## src/design/single_wire_defs.vh

```
// Constants for the single-wire bus master: ops, commands, phases and slot times
`ifndef SINGLE_WIRE_DEFS_VH
`define SINGLE_WIRE_DEFS_VH

// Clock period and cycle conversion (least rounds up, longest rounds down)
`define CLK_PERIOD_NS       5
`define CYC_LEAST(ns)      (((ns) + `CLK_PERIOD_NS - 1) / `CLK_PERIOD_NS)
`define CYC_MOST(ns)       ((ns) / `CLK_PERIOD_NS)

// Slot times in ns
`define T_RESET_LOW_NS     500000
`define T_PRES_SAMPLE_NS   70000
`define T_RESET_HIGH_NS    480000
`define T_SLOT_NS          65000
`define T_WR1_LOW_NS       6000
`define T_WR0_LOW_NS       60000
`define T_RD_LOW_NS        6000
`define T_RD_SAMPLE_NS     15000

// User operations
`define OP_RESET           2'h0
`define OP_WRITE           2'h1
`define OP_READ            2'h2
`define OP_TRIPLET         2'h3

// Identity-layer and memory command codes
`define CMD_READ_ID        8'h33
`define CMD_SELECT         8'h55
`define CMD_BYPASS         8'hCC
`define CMD_SEARCH         8'hF0
`define CMD_WRITE_SP       8'h4E
`define PAGE_MAX           8'h07
`define SP_BYTES           7'h08
`define ID_BYTES           7'h08
`define ID_BITS            7'h40

// Transaction phases
`define PH_NONE            3'h0
`define PH_ROM             3'h1
`define PH_ID              3'h2
`define PH_IDREAD          3'h3
`define PH_SEARCH          3'h4
`define PH_MEM             3'h5
`define PH_PAGE            3'h6
`define PH_DATA            3'h7

`endif

```

## src/design/single_wire_master.v

```verilog
// Bus master for an open-drain single-wire link with identity and scratchpad layers
//
// Operation
// - Line rests high; the master releases it between all operations and pauses.
// - Any idle gap between bits is allowed; no timeout while line is high.
// - Access order: reset, identity command, memory command, then data.
// - Master sends reset pulse; slaves answer with a presence pulse.
// - After presence one eight-bit identity-layer command is sent.
// - Read identity only with a single slave attached.
// - After bypass with several slaves, issue no read-type memory command.
// - Pair 00 conflict, 01 all zero, 10 all one, 11 nobody answers.
// - Each search pass, started with reset, reveals one identity.
// - Scratchpad write 4Eh takes a page byte, then up to eight bytes.
// - A reset may end scratchpad writing after any byte.
`timescale 1ns/1ps
`default_nettype none
`include "single_wire_defs.vh"
module single_wire_master #(
	parameter [19:0] P_RESET_LOW   = `CYC_LEAST(`T_RESET_LOW_NS),
	parameter [19:0] P_PRES_SAMPLE = `CYC_MOST(`T_PRES_SAMPLE_NS),
	parameter [19:0] P_RESET_HIGH  = `CYC_LEAST(`T_RESET_HIGH_NS),
	parameter [19:0] P_SLOT        = `CYC_LEAST(`T_SLOT_NS),
	parameter [19:0] P_WR1_LOW     = `CYC_LEAST(`T_WR1_LOW_NS),
	parameter [19:0] P_WR0_LOW     = `CYC_LEAST(`T_WR0_LOW_NS),
	parameter [19:0] P_RD_LOW      = `CYC_LEAST(`T_RD_LOW_NS),
	parameter [19:0] P_RD_SAMPLE   = `CYC_MOST(`T_RD_SAMPLE_NS)
) (
	input  wire       i_mclk,
	input  wire       i_reset_n,
	input  wire       i_cmd_valid,
	output reg        o_cmd_ready,
	input  wire [1:0] i_cmd_op,
	input  wire [7:0] i_cmd_data,
	output wire       o_rd_valid,
	input  wire       i_rd_ready,
	output wire [7:0] o_rd_data,
	input  wire       i_line_in,
	output reg        o_line_out,
	output reg        o_line_oe,
	output reg        o_seq_err
);
	////////////////////////////////////////////////////////////////////////////
	// State and storage
	localparam [1:0] ST_IDLE = 2'h0;
	localparam [1:0] ST_SLOT = 2'h1;
	localparam [1:0] ST_PUSH = 2'h2;

	reg  [1:0]  state_q;
	reg  [1:0]  op_q;
	reg  [7:0]  sh_q;
	reg  [2:0]  bit_q;
	reg  [1:0]  sub_q;
	reg  [2:0]  tri_q;
	reg         pick_q;
	reg  [19:0] timer_q;
	reg  [2:0]  phase_q;
	reg  [6:0]  cnt_q;
	reg         push_q;
	reg  [7:0]  push_data_q;
	wire        fifo_ready;

	reg  [19:0] low_len;
	reg  [19:0] samp_at;
	reg  [19:0] end_at;
	reg         wbit;
	reg         is_read;
	wire        accept;
	wire        slot_end;
	wire        last_bit;
	wire        dir;

	assign accept   = (state_q == ST_IDLE) && o_cmd_ready && i_cmd_valid;
	assign slot_end = (timer_q == end_at - 20'h0001);
	assign last_bit = (op_q == `OP_RESET) || ((op_q == `OP_TRIPLET) && (sub_q == 2'h2)) ||
		((op_q != `OP_TRIPLET) && (bit_q == 3'h7));
	// Search direction from the bit/complement pair
	assign dir = (tri_q[1:0] == 2'b00) ? pick_q : tri_q[0];

	////////////////////////////////////////////////////////////////////////////
	// Slot shape for the current bit
	always @* begin
		is_read = 1'b0;
		wbit    = 1'b1;
		low_len = P_RD_LOW;
		samp_at = P_RD_SAMPLE;
		end_at  = P_SLOT;
		case (op_q)
			`OP_RESET: begin
				// Low well beyond 480 us, then watch for presence
				low_len = P_RESET_LOW;
				samp_at = P_RESET_LOW + P_PRES_SAMPLE;
				end_at  = P_RESET_LOW + P_RESET_HIGH;
				is_read = 1'b1;
			end
			`OP_READ: begin
				is_read = 1'b1;
			end
			`OP_WRITE: begin
				wbit = sh_q[0];
			end
			`OP_TRIPLET: begin
				is_read = (sub_q != 2'h2);
				wbit    = dir;
			end
			default: begin
				is_read = 1'b0;
			end
		endcase
		if (!is_read) begin
			// One releases early, zero holds low for the slot
			low_len = wbit ? P_WR1_LOW : P_WR0_LOW;
			samp_at = P_SLOT;
		end
	end

	////////////////////////////////////////////////////////////////////////////
	// Slot engine
	always @(posedge i_mclk) begin
		if (!i_reset_n) begin
			state_q     <= ST_IDLE;
			op_q        <= `OP_RESET;
			sh_q        <= 8'h00;
			bit_q       <= 3'h0;
			sub_q       <= 2'h0;
			tri_q       <= 3'h0;
			pick_q      <= 1'b0;
			timer_q     <= 20'h0_0000;
			push_q      <= 1'b0;
			push_data_q <= 8'h00;
			o_cmd_ready <= 1'b0;
			o_line_out  <= 1'b0;
			o_line_oe   <= 1'b0;
		end else begin
			o_line_out <= 1'b0;
			// Line released whenever no slot is active
			o_line_oe  <= (state_q == ST_SLOT) && (timer_q < low_len);
			case (state_q)
				ST_IDLE: begin
					o_cmd_ready <= 1'b1;
					if (accept) begin
						o_cmd_ready <= 1'b0;
						op_q        <= i_cmd_op;
						sh_q        <= i_cmd_data;
						pick_q      <= i_cmd_data[0];
						bit_q       <= 3'h0;
						sub_q       <= 2'h0;
						tri_q       <= 3'h0;
						timer_q     <= 20'h0_0000;
						state_q     <= ST_SLOT;
					end
				end
				ST_SLOT: begin
					timer_q <= timer_q + 20'h0_0001;
					if (is_read && (timer_q == samp_at)) begin
						if (op_q == `OP_RESET)
							sh_q <= {7'h00, ~i_line_in};
						else if (op_q == `OP_READ)
							sh_q <= {i_line_in, sh_q[7:1]};
						else if (sub_q == 2'h0)
							tri_q[0] <= i_line_in;
						else
							tri_q[1] <= i_line_in;
					end
					if (slot_end) begin
						timer_q <= 20'h0_0000;
						if (op_q == `OP_WRITE)
							sh_q <= {1'b1, sh_q[7:1]};
						if (op_q == `OP_TRIPLET && sub_q == 2'h1)
							tri_q[2] <= &tri_q[1:0] ? 1'b1 : 1'b0;
						if (last_bit) begin
							if (op_q == `OP_WRITE) begin
								state_q <= ST_IDLE;
							end else begin
								push_q      <= 1'b1;
								push_data_q <= (op_q == `OP_TRIPLET) ?
									{4'h0, tri_q[2], dir, tri_q[1:0]} : sh_q;
								state_q     <= ST_PUSH;
							end
						end else begin
							bit_q <= bit_q + 3'h1;
							sub_q <= sub_q + 2'h1;
						end
					end
				end
				ST_PUSH: begin
					// Waits here while the result buffer is full
					if (fifo_ready) begin
						push_q  <= 1'b0;
						state_q <= ST_IDLE;
					end
				end
				default: begin
					state_q <= ST_IDLE;
				end
			endcase
		end
	end

	////////////////////////////////////////////////////////////////////////////
	// Transaction order tracking
	always @(posedge i_mclk) begin
		if (!i_reset_n) begin
			phase_q   <= `PH_NONE;
			cnt_q     <= 7'h00;
			o_seq_err <= 1'b0;
		end else if (accept) begin
			case (i_cmd_op)
				`OP_RESET: begin
					// Reset ends any transaction, scratchpad writes included
					phase_q   <= `PH_ROM;
					cnt_q     <= 7'h00;
					o_seq_err <= 1'b0;
				end
				`OP_WRITE: begin
					case (phase_q)
						`PH_ROM: begin
							cnt_q <= 7'h00;
							case (i_cmd_data)
								`CMD_SELECT:  phase_q <= `PH_ID;
								`CMD_BYPASS:  phase_q <= `PH_MEM;
								`CMD_SEARCH:  phase_q <= `PH_SEARCH;
								`CMD_READ_ID: phase_q <= `PH_IDREAD;
								default:      phase_q <= `PH_NONE;
							endcase
						end
						`PH_ID: begin
							cnt_q <= cnt_q + 7'h01;
							if (cnt_q == `ID_BYTES - 7'h01)
								phase_q <= `PH_MEM;
						end
						`PH_MEM: begin
							phase_q <= (i_cmd_data == `CMD_WRITE_SP) ? `PH_PAGE : `PH_NONE;
						end
						`PH_PAGE: begin
							if (i_cmd_data > `PAGE_MAX)
								o_seq_err <= 1'b1;
							cnt_q   <= 7'h00;
							phase_q <= `PH_DATA;
						end
						`PH_DATA: begin
							if (cnt_q == `SP_BYTES)
								o_seq_err <= 1'b1;
							else
								cnt_q <= cnt_q + 7'h01;
						end
						default: begin
							o_seq_err <= 1'b1;
						end
					endcase
				end
				`OP_READ: begin
					if (phase_q == `PH_IDREAD) begin
						cnt_q <= cnt_q + 7'h01;
						if (cnt_q == `ID_BYTES - 7'h01)
							phase_q <= `PH_MEM;
					end else if (phase_q == `PH_ROM || phase_q == `PH_PAGE ||
						phase_q == `PH_SEARCH) begin
						o_seq_err <= 1'b1;
					end
				end
				default: begin
					if (phase_q != `PH_SEARCH) begin
						o_seq_err <= 1'b1;
					end else begin
						cnt_q <= cnt_q + 7'h01;
						if (cnt_q == `ID_BITS - 7'h01)
							phase_q <= `PH_MEM;
					end
				end
			endcase
		end
	end

	////////////////////////////////////////////////////////////////////////////
	// Result buffer
	byte_fifo #(
		.WIDTH (8),
		.DEPTH (4)
	) u_result_fifo (
		.i_mclk     (i_mclk),
		.i_reset_n  (i_reset_n),
		.i_wr_valid (push_q),
		.o_wr_ready (fifo_ready),
		.i_wr_data  (push_data_q),
		.o_rd_valid (o_rd_valid),
		.i_rd_ready (i_rd_ready),
		.o_rd_data  (o_rd_data)
	);
endmodule
`default_nettype wire

```

## src/design/byte_fifo.v

```verilog
// Small synchronous FIFO with valid and ready on both sides
`timescale 1ns/1ps
`default_nettype none
module byte_fifo #(
	parameter WIDTH = 8,
	parameter DEPTH = 4
) (
	input  wire             i_mclk,
	input  wire             i_reset_n,
	input  wire             i_wr_valid,
	output reg              o_wr_ready,
	input  wire [WIDTH-1:0] i_wr_data,
	output reg              o_rd_valid,
	input  wire             i_rd_ready,
	output reg  [WIDTH-1:0] o_rd_data
);
	localparam AW = (DEPTH > 1) ? $clog2(DEPTH) : 1;
	localparam [AW:0] FULL_CNT = DEPTH;

	reg [WIDTH-1:0] mem_q [0:DEPTH-1];
	reg [AW-1:0]    wr_ptr_q;
	reg [AW-1:0]    rd_ptr_q;
	reg [AW-1:0]    rd_ptr_d;
	reg [AW:0]      count_q;
	reg [AW:0]      count_d;
	wire            do_wr;
	wire            do_rd;

	assign do_wr     = i_wr_valid && o_wr_ready;
	assign do_rd     = o_rd_valid && i_rd_ready;

	always @* begin
		count_d  = count_q;
		rd_ptr_d = rd_ptr_q;
		if (do_rd)
			rd_ptr_d = (rd_ptr_q == DEPTH - 1) ? {AW{1'b0}} : rd_ptr_q + 1'b1;
		if (do_wr && !do_rd)
			count_d = count_q + 1'b1;
		else if (do_rd && !do_wr)
			count_d = count_q - 1'b1;
	end

	always @(posedge i_mclk) begin
		if (!i_reset_n) begin
			wr_ptr_q   <= {AW{1'b0}};
			rd_ptr_q   <= {AW{1'b0}};
			count_q    <= {(AW+1){1'b0}};
			o_wr_ready <= 1'b0;
			o_rd_valid <= 1'b0;
			o_rd_data  <= {WIDTH{1'b0}};
		end else begin
			if (do_wr) begin
				mem_q[wr_ptr_q] <= i_wr_data;
				wr_ptr_q        <= (wr_ptr_q == DEPTH - 1) ? {AW{1'b0}} : wr_ptr_q + 1'b1;
			end
			rd_ptr_q   <= rd_ptr_d;
			// Registered head word; a write into the head slot bypasses the array
			o_rd_data  <= (do_wr && (wr_ptr_q == rd_ptr_d)) ? i_wr_data : mem_q[rd_ptr_d];
			count_q    <= count_d;
			o_wr_ready <= (count_d != FULL_CNT);
			o_rd_valid <= (count_d != {(AW+1){1'b0}});
		end
	end
endmodule
`default_nettype wire

```

## config.mk

```make
export PLATFORM = sky130hd
export DESIGN_NAME = single_wire_master
export DESIGN_NICKNAME = d
export VERILOG_FILES = /design/src/design/single_wire_master.v /design/src/design/byte_fifo.v
export VERILOG_INCLUDE_DIRS = /design/src /design/src/design
export SDC_FILE = /design/constraint.sdc
export NUM_CORES = 1
export LEC_CHECK = 0
export BUFFER_PORTS_ARGS = -buffer_cell sky130_fd_sc_hd__buf_2
export CAP_MARGIN = 30
export CORE_UTILIZATION = 42
export DETAILED_ROUTE_END_ITERATION = 8
export SLEW_MARGIN = 20
export SYNTH_ARGS = -nofsm -noshare
export SYNTH_HDL_FRONTEND = slang
export SYNTH_HIERARCHICAL = 1
export SYNTH_SLANG_ARGS = --single-unit
export TNS_END_PERCENT = 1
```

## constraint.sdc

```tcl
create_clock -name i_mclk -period 2.8 [get_ports i_mclk]
set_clock_uncertainty 0.15 [all_clocks]
set_input_delay 0.28 -clock i_mclk [delete_from_list [all_inputs] [get_ports i_mclk]]
set_output_delay 0.28 -clock i_mclk [all_outputs]
set_load 0.1 [all_outputs]
```

==> flow_results.xml <==
<?xml version="1.0" encoding="UTF-8"?>
<metrics>
  <group name="yosys">
    <metric name="post-synth-top-area-cell" unit="">sky130_fd_sc_hd__dfxtp_1</metric>
    <metric name="synthesis.yosys.warnings" unit="">6</metric>
    <metric name="post_synthesis_cell_type_count" unit="">80</metric>
    <metric name="synth_top_flop_cell" unit="">sky130_fd_sc_hd__dfxtp_1</metric>
    <metric name="post_synthesis_net_count" unit="">741</metric>
    <metric name="syn_area_per_cell" unit="um2">8.83</metric>
    <metric name="synthDominantCellAreaShare" unit="">0.258</metric>
    <metric name="postSynthCellCount" unit="">704</metric>
    <metric name="synth_seq_cells" unit="">112</metric>
    <metric name="yosysSeqAreaShare" unit="">0.412</metric>
    <metric name="yosys-top-cells-count" unit="">sky130_fd_sc_hd__dfxtp_1 (80), sky130_fd_sc_hd__nand2_1 (74), sky130_fd_sc_hd__inv_1 (58)</metric>
    <metric name="asyncSetResetFlopFracSynth" unit="">0</metric>
    <metric name="synth_top_cells_by_area" unit="">sky130_fd_sc_hd__dfxtp_1 (26%), sky130_fd_sc_hd__edfxtp_1 (15%), sky130_fd_sc_hd__nand2_1 (4.5%)</metric>
    <metric name="post_synth_edffs" unit="">32</metric>
    <metric name="yosys.cell_count.top_type" unit="">sky130_fd_sc_hd__dfxtp_1</metric>
    <metric name="synthesis.area" unit="mm2">0.00621</metric>
  </group>
  <group name="min_path">
    <metric name="hold_class" unit="">in -&gt; reg</metric>
  </group>
  <group name="placement">
    <metric name="port_buffers" unit="">26</metric>
    <metric name="dp_hpwl" unit="mm">10.6</metric>
    <metric name="postPlaceCellArea" unit="mm2">0.00658</metric>
    <metric name="finalWeightedCongestion" unit="">0.954</metric>
  </group>
  <group name="power">
    <metric name="power.static_leakage" unit="uW">0.00263</metric>
    <metric name="power.density" unit="mW/mm2">562</metric>
    <metric name="total_power" unit="uW">3880</metric>
    <metric name="ir_worst_vdd" unit="mV">0.293</metric>
  </group>
  <group name="timing">
    <metric name="max_slew_headroom_at_the_worst_pin" unit="">0.402</metric>
    <metric name="final.period_utilization" unit="">0.929</metric>
    <metric name="fin_hold_ws" unit="ns">0.0731</metric>
    <metric name="unrepaired_setup_endpoints_after_global_routing" unit="">true</metric>
    <metric name="finalHoldViolations" unit="">0</metric>
    <metric name="max_freq" unit="GHz">0.384</metric>
    <metric name="timing.final.setup_violations" unit="">0</metric>
    <metric name="final_max_slew_viol_count" unit="">0</metric>
    <metric name="tightest_pin_transition" unit="ns">0.893</metric>
    <metric name="finalWorstPathRequiredPeriod" unit="ns">2.60</metric>
  </group>
  <group name="clocking">
    <metric name="clock_sinks" unit="">112</metric>
    <metric name="tritoncts.num_buffers" unit="">9</metric>
    <metric name="cts.path.max_buffers" unit="">2</metric>
    <metric name="clock_tree_from_tritoncts" unit="">built</metric>
    <metric name="ctsRootBufferMaster" unit="">sky130_fd_sc_hd__clkbuf_16</metric>
    <metric name="clkLatencyLatePin" unit="ns">0.36</metric>
    <metric name="htreeDepth" unit="">3</metric>
    <metric name="holdBufCountCts" unit="">0</metric>
    <metric name="post_cts.repair.setup_buffers" unit="">0</metric>
    <metric name="path_clk_slew" unit="ns">0.08</metric>
  </group>
  <group name="layout">
    <metric name="area_delta_synth_final" unit="%">11.2</metric>
    <metric name="antennaDiodeCount" unit="">0</metric>
    <metric name="layout.nets" unit="">763</metric>
    <metric name="drive_gt1_frac" unit="">0.131</metric>
    <metric name="final_area" unit="mm2">0.00691</metric>
  </group>
  <group name="global_route">
    <metric name="grt_pass1_vias" unit="">4850</metric>
    <metric name="pin_count_of_the_biggest_net_entering_global_routing" unit="">32</metric>
    <metric name="grt_pass1_wl" unit="mm">24.4</metric>
    <metric name="groute.usage.overall" unit="">0.205</metric>
    <metric name="overflow" unit="">0</metric>
    <metric name="antenna_violations_before_repair" unit="">0</metric>
  </group>
  <group name="floorplan">
    <metric name="fp.dieW" unit="um">124</metric>
    <metric name="start_util" unit="">0.429</metric>
    <metric name="die-area" unit="mm2">0.0153</metric>
    <metric name="fp.coreArea" unit="mm2">0.0145</metric>
    <metric name="floorplan.die.height" unit="um">124</metric>
    <metric name="fp-row-count" unit="">44</metric>
    <metric name="io_pins" unit="">28</metric>
  </group>
  <group name="route">
    <metric name="ant_nets" unit="">0</metric>
    <metric name="num_vias" unit="">5269</metric>
    <metric name="first_iter_violations" unit="">495</metric>
    <metric name="remaining_drc_errors" unit="">0</metric>
    <metric name="drt-wirelength-per-cell" unit="um">16.0</metric>
    <metric name="postRouteWirelength" unit="mm">14.6</metric>
    <metric name="vias_per_cell" unit="">5.76</metric>
    <metric name="dr.pass1.iters" unit="">7</metric>
  </group>
  <group name="setup_path">
    <metric name="cp.arrival" unit="ns">2.76</metric>
    <metric name="worst-path-max-fanout" unit="">20</metric>
    <metric name="crit_path_start_kind" unit="">flop</metric>
    <metric name="endpoint_type_of_the_worst_setup_path" unit="">flop</metric>
    <metric name="worst-endpoint-required" unit="ns">2.96</metric>
    <metric name="setup.worst_path.class" unit="">reg -&gt; reg</metric>
  </group>
  <group name="status">
    <metric name="run_status" unit="">finished, final reports clean</metric>
  </group>
  <group name="run">
    <metric name="maxCapViolCount" unit="">0</metric>
  </group>
</metrics>
[worst paths after layout]
check,from,endpoint,slack (ns),cells after the start
worst min-delay path,i_line_in,tri_q[1],0.07,3
worst max-delay path,timer_q[9],timer_q[17],0.20,7
worst max register to register,timer_q[9],timer_q[17],0.20,7
worst min register to register,pick_q,pick_q,0.32,2
[metrics by stage]
step                  TNS [ns]  utilization  instances  worst slack [ns]
floorplan                    0            -        704             0.123
global placement             0        0.455        899            0.0654
detailed placement           0        0.455        899            0.0375
CTS                          0        0.476        915            0.0450
global route        -0.0000977        0.477        915        -0.0000977
finish                       0        0.477        915             0.199
[cell type report]
cell class | instances | area [um2]
Clock buffer | 10 | 239
Clock inverter | 6 | 70.1
Fill cell | 1413 | 7570
Inverter | 62 | 233
Multi-Input combinational cell | 494 | 3290
Sequential cell | 112 | 2560
Tap cell | 184 | 230
Timing Repair Buffer | 47 | 288
[routing by layer]
| layer | wire length [um] | global-route usage |
|---|---|---|
| met5 | 0 | 0 |
| met4 | 216 | 0.0745 |
| met3 | 676 | 0.0362 |
| met2 | 6580 | 0.316 |
| met1 | 7150 | 0.285 |
[layout by cell type, fill, tap and decap left out, drive strengths merged, types with 4 or more instances in the layout]
cell and instances:
nor3 23, a21boi 6, and3 14, nand3 45
edfxtp 32, o21ai 31, xor2 4, o211ai 4
or3 16, and2 5, buf 47, mux2i 8
a31oi 11, nor3b 6, o32ai 9, dfxtp 80
nand2b 13, inv 65, nor4bb 7, clkbuf 10
a21oi 39, ha 22, nor2 53, mux4 8
nand2 75, nor2b 4, nand4b 7, o22ai 4
nand4 12, o211a 6, a22o 4
[kinds of logic (layout without fill, tap and decap cells)]
logic type	after synthesis	in the layout	share of synthesized area
buf+inv	98	125	0.0612
other cells	1	1	0.000604
mux	19	19	0.0473
flops	112	112	0.412
xor+xnor	6	6	0.00846
compound gates	153	153	0.177
simple gates	293	293	0.249
fa+ha+maj	22	22	0.0443
[what timing repair did]
item                       CTS  global route
resized for setup            0             5
hold endpoints to repair     0             0
setup endpoints to repair    0            10
[sequential cells by signal, indices dropped and copies added, names as in the netlist, 2 cells and up]
signal	flops
cnt_q	7
sub_q	2
u_result_fifo/count_q	3
sh_q	8
u_result_fifo/rd_ptr_q	2
op_q	2
u_result_fifo/o_rd_data	8
u_result_fifo/mem_q	32
timer_q	20
tri_q	3
state_q	2
bit_q	3
u_result_fifo/wr_ptr_q	2
push_data_q	8
phase_q	3
[report_power, final]
group	leakage, uW	internal [uW]	switching, uW
clock	0.000153	664	657
sequential	0.000947	1730	69.0
combinational	0.00153	246	516
total	0.00263	2640	1240
[worst max-delay path: stages (launching register included)]
cell                        delay [ns]
sky130_fd_sc_hd__dfxtp_1          0.49
sky130_fd_sc_hd__a21boi_1         0.11
sky130_fd_sc_hd__a22oi_1          0.49
sky130_fd_sc_hd__a2111oi_4        0.13
sky130_fd_sc_hd__nor2_2           0.68
sky130_fd_sc_hd__o21ai_0          0.21
sky130_fd_sc_hd__nand3_1          0.13
sky130_fd_sc_hd__o211a_1          0.15
No activity file was read; power rests on OpenSTA's default activity.
